$ cat src/rtl/i2c_slave_scr_pkg.sv
// Constants and types for the I2C slave status and control block
package i2c_slave_scr_pkg;

  // Register indices; byte address is four times the index
  localparam logic [7:0]  IDX_CFG       = 8'hD6;
  localparam logic [7:0]  IDX_SCR       = 8'hD7;
  localparam logic [7:0]  IDX_DATA      = 8'hD8;

  // Transfer status/control field positions
  localparam int          BIT_BUS_ERR   = 7;
  localparam int          BIT_SPARE     = 6;
  localparam int          BIT_STOP      = 5;
  localparam int          BIT_ACK       = 4;
  localparam int          BIT_ADDR      = 3;
  localparam int          BIT_TX        = 2;
  localparam int          BIT_LRB       = 1;
  localparam int          BIT_BC        = 0;

  // Configuration field positions
  localparam int          CFG_EN        = 0;
  localparam int          CFG_COMPAT    = 1;
  localparam int          CFG_STOP_IRQ_ENABLE   = 4;

  // Reset values and counts
  localparam logic [7:0]  SCR_RESET     = 8'h00;
  localparam logic [7:0]  CFG_RESET     = 8'h00;
  localparam logic [7:0]  DATA_RESET    = 8'h00;
  localparam logic [3:0]  BYTE_BITS     = 4'h8;
  localparam logic [3:0]  CNT_ZERO      = 4'h0;
  localparam logic [3:0]  CNT_ONE       = 4'h1;

  // Bus-facing state of the slave
  typedef enum logic [2:0]
  {
    ST_IDLE   = 3'b000,
    ST_ADDR   = 3'b001,
    ST_DATA   = 3'b010,
    ST_HOLD   = 3'b011,
    ST_ACK    = 3'b100,
    ST_IGNORE = 3'b101
  } state_type;

endpackage

$ cat src/rtl/i2c_slave_scr.sv
// I2C slave byte engine with status/control register on APB
//
// Our own choice: the APB register port.
`timescale 1ns/100ps

module i2c_slave_scr
#(
  parameter int ADDR_W = 12
)
(
  input  wire logic              ref_clk,
  input  wire logic              rst,
  input  wire logic [ADDR_W-1:0] paddr,
  input  wire logic              psel,
  input  wire logic              penable,
  input  wire logic              pwrite,
  input  wire logic [31:0]       pwdata,
  output logic      [31:0]       prdata,
  output logic                   pready,
  output logic                   pslverr,
  input  wire logic              scl_in,
  output logic                   scl_out,
  output logic                   scl_oe_n,
  input  wire logic              sda_in,
  output logic                   sda_out,
  output logic                   sda_oe_n,
  output logic                   irq_req
);

  // Byte addresses need ten bits at least
  generate
    if (ADDR_W < 10)
    begin : g_chk
      $error("ADDR_W too small for the register map");
    end
  endgenerate

  // Byte address of a register index
  function automatic logic [ADDR_W-1:0] reg_addr(input logic [7:0] idx);
    reg_addr = ADDR_W'({idx, 2'b00});
  endfunction

  typedef struct packed {
    logic                             scl_s1;
    logic                             scl_s2;
    logic                             scl_d;
    logic                             sda_s1;
    logic                             sda_s2;
    logic                             sda_d;
    i2c_slave_scr_pkg::state_type     state;
    logic [3:0]                       bit_cnt;
    logic [7:0]                       shift;
    logic                             data_tx;
    logic                             phase;
    logic                             write_pend;
    logic                             was_tx;
    logic                             was_addr;
    logic                             ack_sent;
    logic                             start_seen;
    logic                             sda_low;
    logic                             scl_hold;
    logic [7:0]                       scr;
    logic [7:0]                       cfg;
    logic                             irq;
    logic [31:0]                      rdata;
    logic                             rerr;
  } state_all_type;

  state_all_type r_reg;
  state_all_type r_next;

  logic scl_rise;
  logic scl_fall;
  logic start_det;
  logic stop_det;
  logic ready_first;
  logic wr_cycle;
  logic setup_cycle;
  logic hit_cfg;
  logic hit_scr;
  logic hit_data;

  // Edges and bus conditions from the synchronised pins
  assign scl_rise  = r_reg.scl_s2 & ~r_reg.scl_d;
  assign scl_fall  = ~r_reg.scl_s2 & r_reg.scl_d;
  assign start_det = r_reg.scl_s2 & r_reg.scl_d & r_reg.sda_d & ~r_reg.sda_s2;
  assign stop_det  = r_reg.scl_s2 & r_reg.scl_d & ~r_reg.sda_d & r_reg.sda_s2;

  // Start or Stop is legal only here; in the high phase of a new byte's
  // first bit, the rise of that bit has already been counted
  assign ready_first = (r_reg.state == i2c_slave_scr_pkg::ST_IDLE)
                     | (r_reg.state == i2c_slave_scr_pkg::ST_IGNORE)
                     | ((r_reg.state == i2c_slave_scr_pkg::ST_DATA)
                        & ~r_reg.data_tx
                        & (r_reg.bit_cnt <= i2c_slave_scr_pkg::CNT_ONE));

  // APB decode
  assign setup_cycle = psel & ~penable;
  assign wr_cycle    = psel & penable & pwrite;
  assign hit_cfg  = paddr == reg_addr(i2c_slave_scr_pkg::IDX_CFG);
  assign hit_scr  = paddr == reg_addr(i2c_slave_scr_pkg::IDX_SCR);
  assign hit_data = paddr == reg_addr(i2c_slave_scr_pkg::IDX_DATA);

  // Next-state logic for the whole block
  always_comb
  begin
    r_next        = r_reg;
    r_next.scl_s1 = scl_in;
    r_next.scl_s2 = r_reg.scl_s1;
    r_next.scl_d  = r_reg.scl_s2;
    r_next.sda_s1 = sda_in;
    r_next.sda_s2 = r_reg.sda_s1;
    r_next.sda_d  = r_reg.sda_s2;
    r_next.irq    = 1'b0;

    // Read data captured in the setup phase
    // no read effect
    if (setup_cycle)
    begin
      r_next.rerr  = ~(hit_cfg | hit_scr | hit_data);
      r_next.rdata = 32'h0000_0000;
      if (hit_cfg)
        r_next.rdata[7:0] = r_reg.cfg;
      else if (hit_scr)
        r_next.rdata[7:0] = r_reg.scr;
      else if (hit_data)
        r_next.rdata[7:0] = r_reg.shift;
    end

    // Configuration survives the enable reset
    if (wr_cycle && hit_cfg)
    begin
      r_next.cfg = pwdata[7:0];
    end

    // Data register load from firmware
    if (wr_cycle && hit_data)
    begin
      r_next.shift = pwdata[7:0];
    end

    // Status/control write
    if (wr_cycle && hit_scr)
    begin
      if (!pwdata[i2c_slave_scr_pkg::BIT_BUS_ERR])
        r_next.scr[i2c_slave_scr_pkg::BIT_BUS_ERR] = 1'b0;
      if (!pwdata[i2c_slave_scr_pkg::BIT_ADDR])
        r_next.scr[i2c_slave_scr_pkg::BIT_ADDR] = 1'b0;
      if (!pwdata[i2c_slave_scr_pkg::BIT_LRB])
        r_next.scr[i2c_slave_scr_pkg::BIT_LRB] = 1'b0;
      if (!pwdata[i2c_slave_scr_pkg::BIT_BC])
        r_next.scr[i2c_slave_scr_pkg::BIT_BC] = 1'b0;
      if (!pwdata[i2c_slave_scr_pkg::BIT_STOP]
          && r_reg.scr[i2c_slave_scr_pkg::BIT_BC])
        r_next.scr[i2c_slave_scr_pkg::BIT_STOP] = 1'b0;
      r_next.scr[i2c_slave_scr_pkg::BIT_ACK] =
        pwdata[i2c_slave_scr_pkg::BIT_ACK];
      r_next.scr[i2c_slave_scr_pkg::BIT_TX] =
        pwdata[i2c_slave_scr_pkg::BIT_TX];
      if (r_reg.cfg[i2c_slave_scr_pkg::CFG_COMPAT] && r_reg.start_seen
          && !pwdata[i2c_slave_scr_pkg::BIT_ADDR])
      begin
        r_next.start_seen = 1'b0;
        r_next.state      = i2c_slave_scr_pkg::ST_IGNORE;
      end
      if (r_reg.state == i2c_slave_scr_pkg::ST_HOLD)
      begin
        r_next.write_pend = 1'b1;
        if (r_reg.was_tx && r_reg.scr[i2c_slave_scr_pkg::BIT_LRB])
        begin
          r_next.state    = i2c_slave_scr_pkg::ST_IDLE;
          r_next.scl_hold = 1'b0;
        end
      end
    end

    // Bus events; hardware sets win over a same-cycle clear
    if (start_det)
    begin
      if (!ready_first)
      begin
        r_next.scr[i2c_slave_scr_pkg::BIT_BUS_ERR] = 1'b1;
        r_next.irq = 1'b1;
      end
      r_next.scr[i2c_slave_scr_pkg::BIT_TX]  = 1'b0;
      r_next.scr[i2c_slave_scr_pkg::BIT_LRB] = 1'b0;
      r_next.scr[i2c_slave_scr_pkg::BIT_BC]  = 1'b0;
      r_next.state      = i2c_slave_scr_pkg::ST_ADDR;
      r_next.bit_cnt    = i2c_slave_scr_pkg::CNT_ZERO;
      r_next.data_tx    = 1'b0;
      r_next.start_seen = 1'b1;
      r_next.sda_low    = 1'b0;
      r_next.scl_hold   = 1'b0;
      r_next.phase      = 1'b0;
      r_next.write_pend = 1'b0;
    end
    else if (stop_det)
    begin
      if (!ready_first)
      begin
        r_next.scr[i2c_slave_scr_pkg::BIT_BUS_ERR] = 1'b1;
        r_next.irq = 1'b1;
      end
      if (r_reg.cfg[i2c_slave_scr_pkg::CFG_STOP_IRQ_ENABLE]
          && !r_reg.scr[i2c_slave_scr_pkg::BIT_STOP])
        r_next.irq = 1'b1;
      r_next.scr[i2c_slave_scr_pkg::BIT_STOP] = 1'b1;
      r_next.state      = i2c_slave_scr_pkg::ST_IDLE;
      r_next.sda_low    = 1'b0;
      r_next.scl_hold   = 1'b0;
      r_next.start_seen = 1'b0;
    end
    else
    begin
      unique case (r_reg.state)
        i2c_slave_scr_pkg::ST_IDLE,
        i2c_slave_scr_pkg::ST_IGNORE:
        begin
          r_next.sda_low  = 1'b0;
          // Idle never stalls; a NACK-idle write leaves no clock held
          r_next.scl_hold = 1'b0;
        end
        i2c_slave_scr_pkg::ST_ADDR,
        i2c_slave_scr_pkg::ST_DATA:
        begin
          if (scl_rise && r_reg.bit_cnt < i2c_slave_scr_pkg::BYTE_BITS)
          begin
            r_next.shift   = {r_reg.shift[6:0], r_reg.sda_s2};
            r_next.bit_cnt = r_reg.bit_cnt + i2c_slave_scr_pkg::CNT_ONE;
          end
          // Transmit drives the next bit in the low phase
          if (scl_fall && r_reg.data_tx)
          begin
            r_next.sda_low = (r_reg.bit_cnt < i2c_slave_scr_pkg::BYTE_BITS)
                           & ~r_reg.shift[7];
          end
          if (scl_rise && !r_reg.data_tx
              && r_reg.bit_cnt == i2c_slave_scr_pkg::BYTE_BITS - 4'h1)
          begin
            r_next.was_tx   = 1'b0;
            r_next.was_addr = r_reg.state == i2c_slave_scr_pkg::ST_ADDR;
            if (r_reg.state == i2c_slave_scr_pkg::ST_ADDR)
              r_next.scr[i2c_slave_scr_pkg::BIT_ADDR] = 1'b1;
            r_next.scr[i2c_slave_scr_pkg::BIT_BC]  = 1'b1;
            r_next.scr[i2c_slave_scr_pkg::BIT_ACK] = 1'b0;
            r_next.irq        = 1'b1;
            r_next.start_seen = 1'b0;
            r_next.state      = i2c_slave_scr_pkg::ST_HOLD;
            r_next.phase      = 1'b0;
            r_next.write_pend = 1'b0;
          end
          if (scl_rise && r_reg.data_tx
              && r_reg.bit_cnt == i2c_slave_scr_pkg::BYTE_BITS)
          begin
            r_next.scr[i2c_slave_scr_pkg::BIT_LRB] = r_reg.sda_s2;
            r_next.scr[i2c_slave_scr_pkg::BIT_BC]  = 1'b1;
            r_next.scr[i2c_slave_scr_pkg::BIT_ACK] = 1'b0;
            r_next.was_tx     = 1'b1;
            r_next.was_addr   = 1'b0;
            r_next.irq        = 1'b1;
            r_next.state      = i2c_slave_scr_pkg::ST_HOLD;
            r_next.phase      = 1'b0;
            r_next.write_pend = 1'b0;
          end
        end
        i2c_slave_scr_pkg::ST_HOLD:
        begin
          if (scl_fall)
            r_next.phase = 1'b1;
          r_next.scl_hold = (r_reg.phase | scl_fall) & ~r_reg.write_pend;
          // Continue in the low phase once firmware has written
          if ((r_reg.phase || scl_fall) && r_reg.write_pend)
          begin
            r_next.scl_hold   = 1'b0;
            r_next.phase      = 1'b0;
            r_next.write_pend = 1'b0;
            r_next.bit_cnt    = i2c_slave_scr_pkg::CNT_ZERO;
            if (!r_reg.was_tx)
            begin
              r_next.ack_sent = r_reg.scr[i2c_slave_scr_pkg::BIT_ACK];
              r_next.sda_low  = r_reg.scr[i2c_slave_scr_pkg::BIT_ACK];
              r_next.state    = i2c_slave_scr_pkg::ST_ACK;
            end
            else
            begin
              r_next.data_tx = r_reg.scr[i2c_slave_scr_pkg::BIT_TX];
              r_next.sda_low = r_reg.scr[i2c_slave_scr_pkg::BIT_TX]
                             & ~r_reg.shift[7];
              r_next.state   = i2c_slave_scr_pkg::ST_DATA;
            end
          end
        end
        i2c_slave_scr_pkg::ST_ACK:
        begin
          if (scl_rise)
            r_next.phase = 1'b1;
          if (scl_fall && r_reg.phase)
          begin
            r_next.phase   = 1'b0;
            r_next.bit_cnt = i2c_slave_scr_pkg::CNT_ZERO;
            if (!r_reg.ack_sent)
            begin
              r_next.sda_low = 1'b0;
              r_next.state   = i2c_slave_scr_pkg::ST_IGNORE;
            end
            else
            begin
              r_next.data_tx = r_reg.scr[i2c_slave_scr_pkg::BIT_TX];
              r_next.sda_low = r_reg.scr[i2c_slave_scr_pkg::BIT_TX]
                             & ~r_reg.shift[7];
              r_next.state   = i2c_slave_scr_pkg::ST_DATA;
            end
          end
        end
        default:
        begin
          r_next.state = i2c_slave_scr_pkg::ST_IDLE;
        end
      endcase
    end

    // Spare bit reads zero
    // spare bit zero
    r_next.scr[i2c_slave_scr_pkg::BIT_SPARE] = 1'b0;

    // Block disable holds bus state, status/control and interrupt in reset; configuration and data register keep their values
    if (!r_reg.cfg[i2c_slave_scr_pkg::CFG_EN])
    begin
      r_next.state      = i2c_slave_scr_pkg::ST_IDLE;
      r_next.bit_cnt    = i2c_slave_scr_pkg::CNT_ZERO;
      r_next.scr        = i2c_slave_scr_pkg::SCR_RESET;
      r_next.data_tx    = 1'b0;
      r_next.phase      = 1'b0;
      r_next.write_pend = 1'b0;
      r_next.start_seen = 1'b0;
      r_next.sda_low    = 1'b0;
      r_next.scl_hold   = 1'b0;
      r_next.irq        = 1'b0;
    end
  end

  // State register
  always_ff @(posedge ref_clk)
  begin
    if (rst)
    begin
      r_reg            <= '0;
      r_reg.scl_s1     <= 1'b1;
      r_reg.scl_s2     <= 1'b1;
      r_reg.scl_d      <= 1'b1;
      r_reg.sda_s1     <= 1'b1;
      r_reg.sda_s2     <= 1'b1;
      r_reg.sda_d      <= 1'b1;
      r_reg.state      <= i2c_slave_scr_pkg::ST_IDLE;
      r_reg.shift      <= i2c_slave_scr_pkg::DATA_RESET;
      r_reg.scr        <= i2c_slave_scr_pkg::SCR_RESET;
      r_reg.cfg        <= i2c_slave_scr_pkg::CFG_RESET;
    end
    else
    begin
      r_reg <= r_next;
    end
  end

  // Outputs; open-drain pins only ever pull low
  assign prdata   = r_reg.rdata;
  assign pslverr  = r_reg.rerr;
  assign pready   = 1'b1;
  assign scl_out  = 1'b0;
  assign sda_out  = 1'b0;
  assign scl_oe_n = ~r_reg.scl_hold;
  assign sda_oe_n = ~r_reg.sda_low;
  assign irq_req  = r_reg.irq;

endmodule

$ cat config.mk
export PLATFORM = sky130hd
export DESIGN_NAME = i2c_slave_scr
export DESIGN_NICKNAME = d
export VERILOG_FILES = /design/src/rtl/i2c_slave_scr_pkg.sv /design/src/rtl/i2c_slave_scr.sv
export SDC_FILE = /design/constraint.sdc
export NUM_CORES = 1
export LEC_CHECK = 0
export BUFFER_PORTS_ARGS = -buffer_cell sky130_fd_sc_hd__buf_2
export CAP_MARGIN = 15
export CORE_MARGIN = 2
export CORE_UTILIZATION = 40
export DETAILED_ROUTE_END_ITERATION = 10
export PLACE_DENSITY_LB_ADDON = 0.05
export SYNTH_ARGS = -nofsm -noshare
export SYNTH_HDL_FRONTEND = slang
export SYNTH_SLANG_ARGS = --single-unit
$ cat constraint.sdc
create_clock -name ref_clk -period 2.3 [get_ports ref_clk]
set_input_delay 0.115 -clock ref_clk [delete_from_list [all_inputs] [get_ports ref_clk]]
set_output_delay 0.115 -clock ref_clk [all_outputs]
set_load 0.03 [all_outputs]
==> impl_results.html <==
<table>
<tr><th>Metric</th><th>Value</th></tr>
<tr><th colspan="2">Status</th></tr>
<tr><td>Run status</td><td>completed</td></tr>
<tr><th colspan="2">Logic synthesis</th></tr>
<tr><td>Synthesis Warnings</td><td>0</td></tr>
<tr><td>Leading post-synthesis cells by instance count</td><td>54 x dfxtp_1, 39 x buf_4, 38 x nand2_1, 29 x nor2_1, 28 x a21oi_1</td></tr>
<tr><td>Main combinational cell family by area after synthesis</td><td>simple AND/OR/NAND/NOR gates</td></tr>
<tr><td>Sequential cell area fraction in the yosys report</td><td>33.6%</td></tr>
<tr><td>Share of the synthesized area in the top cell type</td><td>33.6%</td></tr>
<tr><td>Fraction of the mapped netlist area in compound gates</td><td>21.2%</td></tr>
<tr><td>Cell type with the largest total area after synthesis</td><td>dfxtp_1</td></tr>
<tr><td>Cell with the most instances after synthesis</td><td>dfxtp_1</td></tr>
<tr><td>Top post-synthesis cells by area</td><td>dfxtp_1 34%, buf_4 9.1%, nand2_1 4.4%</td></tr>
<tr><td>Unique cell type count in the Yosys netlist</td><td>66</td></tr>
<tr><td>Adder and majority cell fraction of the synthesized area</td><td>1.55%</td></tr>
<tr><td>Count of flip-flops with a built-in enable after synthesis</td><td>0</td></tr>
<tr><td>XOR/XNOR Fraction of Synth Area</td><td>1.05%</td></tr>
<tr><td>Area share of and/or/nand/nor cells after synthesis</td><td>27.0%</td></tr>
<tr><td>FF+latch count, synth</td><td>54</td></tr>
<tr><td>Per-instance average area after synthesis</td><td>8.39 µm²</td></tr>
<tr><td>Top flip-flop cell by instance count after synthesis</td><td>dfxtp_1</td></tr>
<tr><td>Synth async-reset ratio</td><td>0%</td></tr>
<tr><td>Netlist area before placement</td><td>3220 µm²</td></tr>
<tr><td>Fraction of synthesized area in multiplexers</td><td>2.80%</td></tr>
<tr><td>Number of standard cells after synthesis</td><td>384</td></tr>
<tr><th colspan="2">Finish</th></tr>
<tr><td>Number of cells in the finished layout apart from fillers</td><td>516</td></tr>
<tr><td>Area growth from synthesis to final layout</td><td>8.00%</td></tr>
<tr><td>Final antenna diode count</td><td>0</td></tr>
<tr><td>Layout Nets</td><td>468</td></tr>
<tr><td>Filler cell count in the final layout</td><td>813</td></tr>
<tr><td>Register area</td><td>1080 µm²</td></tr>
<tr><td>Flip-flop count of the largest register after layout</td><td>40</td></tr>
<tr><td>Fraction of final layout cells sized beyond drive strength 1</td><td>19.8%</td></tr>
<tr><td>Area of combinational cells with multiple inputs</td><td>1830 µm²</td></tr>
<tr><td>Final cell utilization of the core</td><td>44.8%</td></tr>
<tr><th colspan="2">GRT</th></tr>
<tr><td>First-pass GRT wire length</td><td>13200 µm</td></tr>
<tr><td>Final global-route overflow total</td><td>0</td></tr>
<tr><td>Vias in the first global route</td><td>2621</td></tr>
<tr><td>Total Routing Usage GR</td><td>19.1%</td></tr>
<tr><td>Largest net degree at the start of global routing</td><td>24</td></tr>
<tr><td>Initial antenna violation count</td><td>0</td></tr>
<tr><th colspan="2">Drt</th></tr>
<tr><td>Via-per-instance ratio</td><td>5.48</td></tr>
<tr><td>Number of remaining DRC errors</td><td>0</td></tr>
<tr><td>Average routed wire per standard cell</td><td>15.6 µm</td></tr>
<tr><td>Count of routing violations after the opening detailed-route iteration</td><td>146</td></tr>
<tr><td>Detail Route Antenna Nets</td><td>0</td></tr>
<tr><td>Overall routed net length</td><td>8050 µm</td></tr>
<tr><td>Via count of the routed design</td><td>2827</td></tr>
<tr><td>Pre-antenna DRT Iters</td><td>4</td></tr>
<tr><th colspan="2">Pwr</th></tr>
<tr><td>Maximum ir drop on the vdd rail</td><td>214 µV</td></tr>
<tr><td>Pwr Total</td><td>1.67 mW</td></tr>
<tr><td>Power per unit of standard cell area</td><td>480 nW/µm²</td></tr>
<tr><td>Static Leakage</td><td>1.29 nW</td></tr>
<tr><th colspan="2">Worst setup path</th></tr>
<tr><td>CP delay by family, top</td><td>flip-flops</td></tr>
<tr><td>Reg2Reg Capture Point</td><td>r_reg[68]$_SDFFE_PP0P_</td></tr>
<tr><td>Largest fanout on the critical path</td><td>13</td></tr>
<tr><td>CP Launch Point</td><td>r_reg[72]$_SDFF_PP0_</td></tr>
<tr><td>Kind of launch point of the worst setup path</td><td>register</td></tr>
<tr><td>Last element of the critical path</td><td>r_reg[68]$_SDFFE_PP0P_</td></tr>
<tr><td>Worst endpoint required time</td><td>2.49 ns</td></tr>
<tr><td>Cell Chain, Critical Path</td><td>buf_4, xor2_2, nand2_1, a311o_1, a22oi_1, nor2_1</td></tr>
<tr><td>Worst setup path class</td><td>reg -&gt; reg</td></tr>
<tr><td>Buf/Inv on CP</td><td>1</td></tr>
<tr><td>Worst endpoint data arrival time</td><td>2.16 ns</td></tr>
<tr><td>Reg2Reg Setup Slack</td><td>0.33 ns</td></tr>
<tr><td>Depth of the worst register-to-register path</td><td>6</td></tr>
<tr><td>Startpoint of the most critical register-to-register path</td><td>r_reg[72]$_SDFF_PP0_</td></tr>
<tr><td>Slowest stage cell on the critical path</td><td>dfxtp_1</td></tr>
<tr><td>Number of stages on the worst setup path</td><td>6</td></tr>
<tr><td>Setup crit end kind</td><td>register</td></tr>
<tr><td>Crit-path max cell delay</td><td>0.67 ns</td></tr>
<tr><th colspan="2">STA</th></tr>
<tr><td>Setup_tns</td><td>0 ns</td></tr>
<tr><td>Min cycle time layout</td><td>1.97 ns</td></tr>
<tr><td>Total count of max-transition violations in the final report</td><td>0</td></tr>
<tr><td>Clock skew after layout</td><td>0.00653 ns</td></tr>
<tr><td>Slew at the pin closest to its max-slew limit</td><td>0.767 ns</td></tr>
<tr><td>Max-slew headroom at the worst pin</td><td>48.8%</td></tr>
<tr><td>Hold Fails Final Rpt</td><td>0</td></tr>
<tr><td>Max frequency</td><td>507 MHz</td></tr>
<tr><td>Final setup violating endpoints</td><td>0</td></tr>
<tr><td>Setup repair after global routing missed its margin</td><td>no</td></tr>
<tr><td>Final cycle utilization of the critical path</td><td>85.8%</td></tr>
<tr><td>Final worst hold slack</td><td>0.0652 ns</td></tr>
<tr><th colspan="2">Place</th></tr>
<tr><td>Placer Congestion</td><td>0.864</td></tr>
<tr><td>Inst Count DP</td><td>506</td></tr>
<tr><td>Count of port buffers added during placement</td><td>38</td></tr>
<tr><td>Detail Placement HPWL</td><td>6090 µm</td></tr>
<tr><th colspan="2">Floorplan</th></tr>
<tr><td>Core region area</td><td>7770 µm²</td></tr>
<tr><td>Starting density of the core</td><td>41.5%</td></tr>
<tr><td>Top-level I/O count</td><td>90</td></tr>
<tr><td>Die outline width</td><td>93.7 µm</td></tr>
<tr><td>Num rows</td><td>32</td></tr>
<tr><td>Die height</td><td>93.7 µm</td></tr>
<tr><td>Floorplan die area</td><td>8790 µm²</td></tr>
<tr><th colspan="2">Clock tree</th></tr>
<tr><td>Clock tree buffer depth</td><td>2</td></tr>
<tr><td>Insertion delay of the later-clocked pin in the worst-skew pair</td><td>0.31 ns</td></tr>
<tr><td>Post-CTS sizing</td><td>0</td></tr>
<tr><td>CTS Root Cell</td><td>clkbuf_8</td></tr>
<tr><td>Number of clock sinks</td><td>54</td></tr>
<tr><td>Clock slew at reported path FFs</td><td>0.10 ns</td></tr>
<tr><td>Inserted Clock Buffers</td><td>5</td></tr>
<tr><td>H-tree depth</td><td>2</td></tr>
<tr><td>Clock tree from TritonCTS</td><td>yes</td></tr>
<tr><th colspan="2">Hold path</th></tr>
<tr><td>Path type of the worst min-delay path</td><td>in -&gt; reg</td></tr>
<tr><td>Beginning of the worst hold path</td><td>pwdata[6]</td></tr>
<tr><th colspan="2">Run</th></tr>
<tr><td>Max-capacitance violation count</td><td>0</td></tr>
</table>
[through the flow]
| step | instance area, µm² | setup WS [ns] |
|---|---|---|
| after detailed placement | 3360 | 0.356 |
| after CTS | 3480 | 0.337 |
| after floorplan | 3320 | 0.568 |
| after global routing | 3480 | 0.206 |
| final | 3480 | 0.327 |
| after global placement | 3360 | 0.341 |
[layout by cell type (no fill, tap or decap), types with 4 or more instances in the layout]
| master | synthesis | final |
|---|---|---|
| o2bb2ai_1 | 6 | 6 |
| a21oi_1 | 28 | 28 |
| nand2_1 | 38 | 38 |
| ha_1 | 4 | 4 |
| a311oi_1 | 9 | 9 |
| nor2_1 | 29 | 29 |
| dfxtp_1 | 54 | 54 |
| buf_2 | 5 | 38 |
| nand4b_1 | 4 | 4 |
| conb_1 | 2 | 27 |
| nand3_1 | 16 | 16 |
| or2_2 | 7 | 7 |
| o2111ai_1 | 4 | 4 |
| buf_4 | 39 | 14 |
| o211ai_1 | 10 | 10 |
| inv_1 | 9 | 9 |
| o21ai_0 | 12 | 12 |
| nor2b_1 | 10 | 10 |
| clkbuf_8 | 0 | 6 |
| nor3_1 | 6 | 6 |
| mux2i_1 | 9 | 9 |
[power by group]
group	internal (mW)	leakage, nW	switching [mW]
sequential	0.941	0.436	0.00524
clock	0.243	0.0472	0.332
combinational	0.0389	0.806	0.111
[logic make-up (layout without fill, tap and decap cells)]
group,count (synthesis),count (layout)
buf+inv,66,71
fa+ha+maj,4,4
simple gates,150,150
xor+xnor,3,3
other cells,2,27
mux,9,9
flops,54,54
compound gates,96,96
[final cells by class]
type                       instances  area share (%)
multi-input combinational        289            52.5
clock inverter                     2           0.360
sequential                        54            31.1
clock buffer                       6            2.37
tap                              102            3.67
timing repair buffer              54            9.06
inverter                           9           0.971
[worst min-delay path, cell delays in order]
cell and delay, ns:
buf_2 0.09, mux2i_1 0.07, nor2_1 0.08
[per-layer routing]
| metal | vias up | part of all wire, % | global-route usage, % |
|---|---|---|---|
| li1 | 1376 | - | - |
| met2 | 96 | 44 | 30.1 |
| met4 | 0 | 1.4 | 5.31 |
| met5 | - | 0 | 0 |
| met1 | 1347 | 49 | 26.9 |
| met3 | 8 | 5.9 | 3.21 |
[what timing repair did]
action                    in CTS  in global routing
hold endpoints to repair       2                  0
hold buffers                   2                  0
setup buffers                  0                  0
[worst min-delay path by stage]
stage | endpoint | depth (start not counted) | slack (ns)
after CTS | r_reg[40]$_SDFFE_PP0P_ | 3 | 0.05
final | r_reg[40]$_SDFFE_PP0P_ | 3 | 0.07
after floorplan | r_next[75]$_SDFF_PP1_ | 1 | 0.22
after global routing | r_reg[40]$_SDFFE_PP0P_ | 3 | 0.06
after global placement | r_next[78]$_SDFF_PP1_ | 2 | 0.30
after detailed placement | r_next[78]$_SDFF_PP1_ | 2 | 0.30
Note: power is estimated with default switching activity, not from simulation.
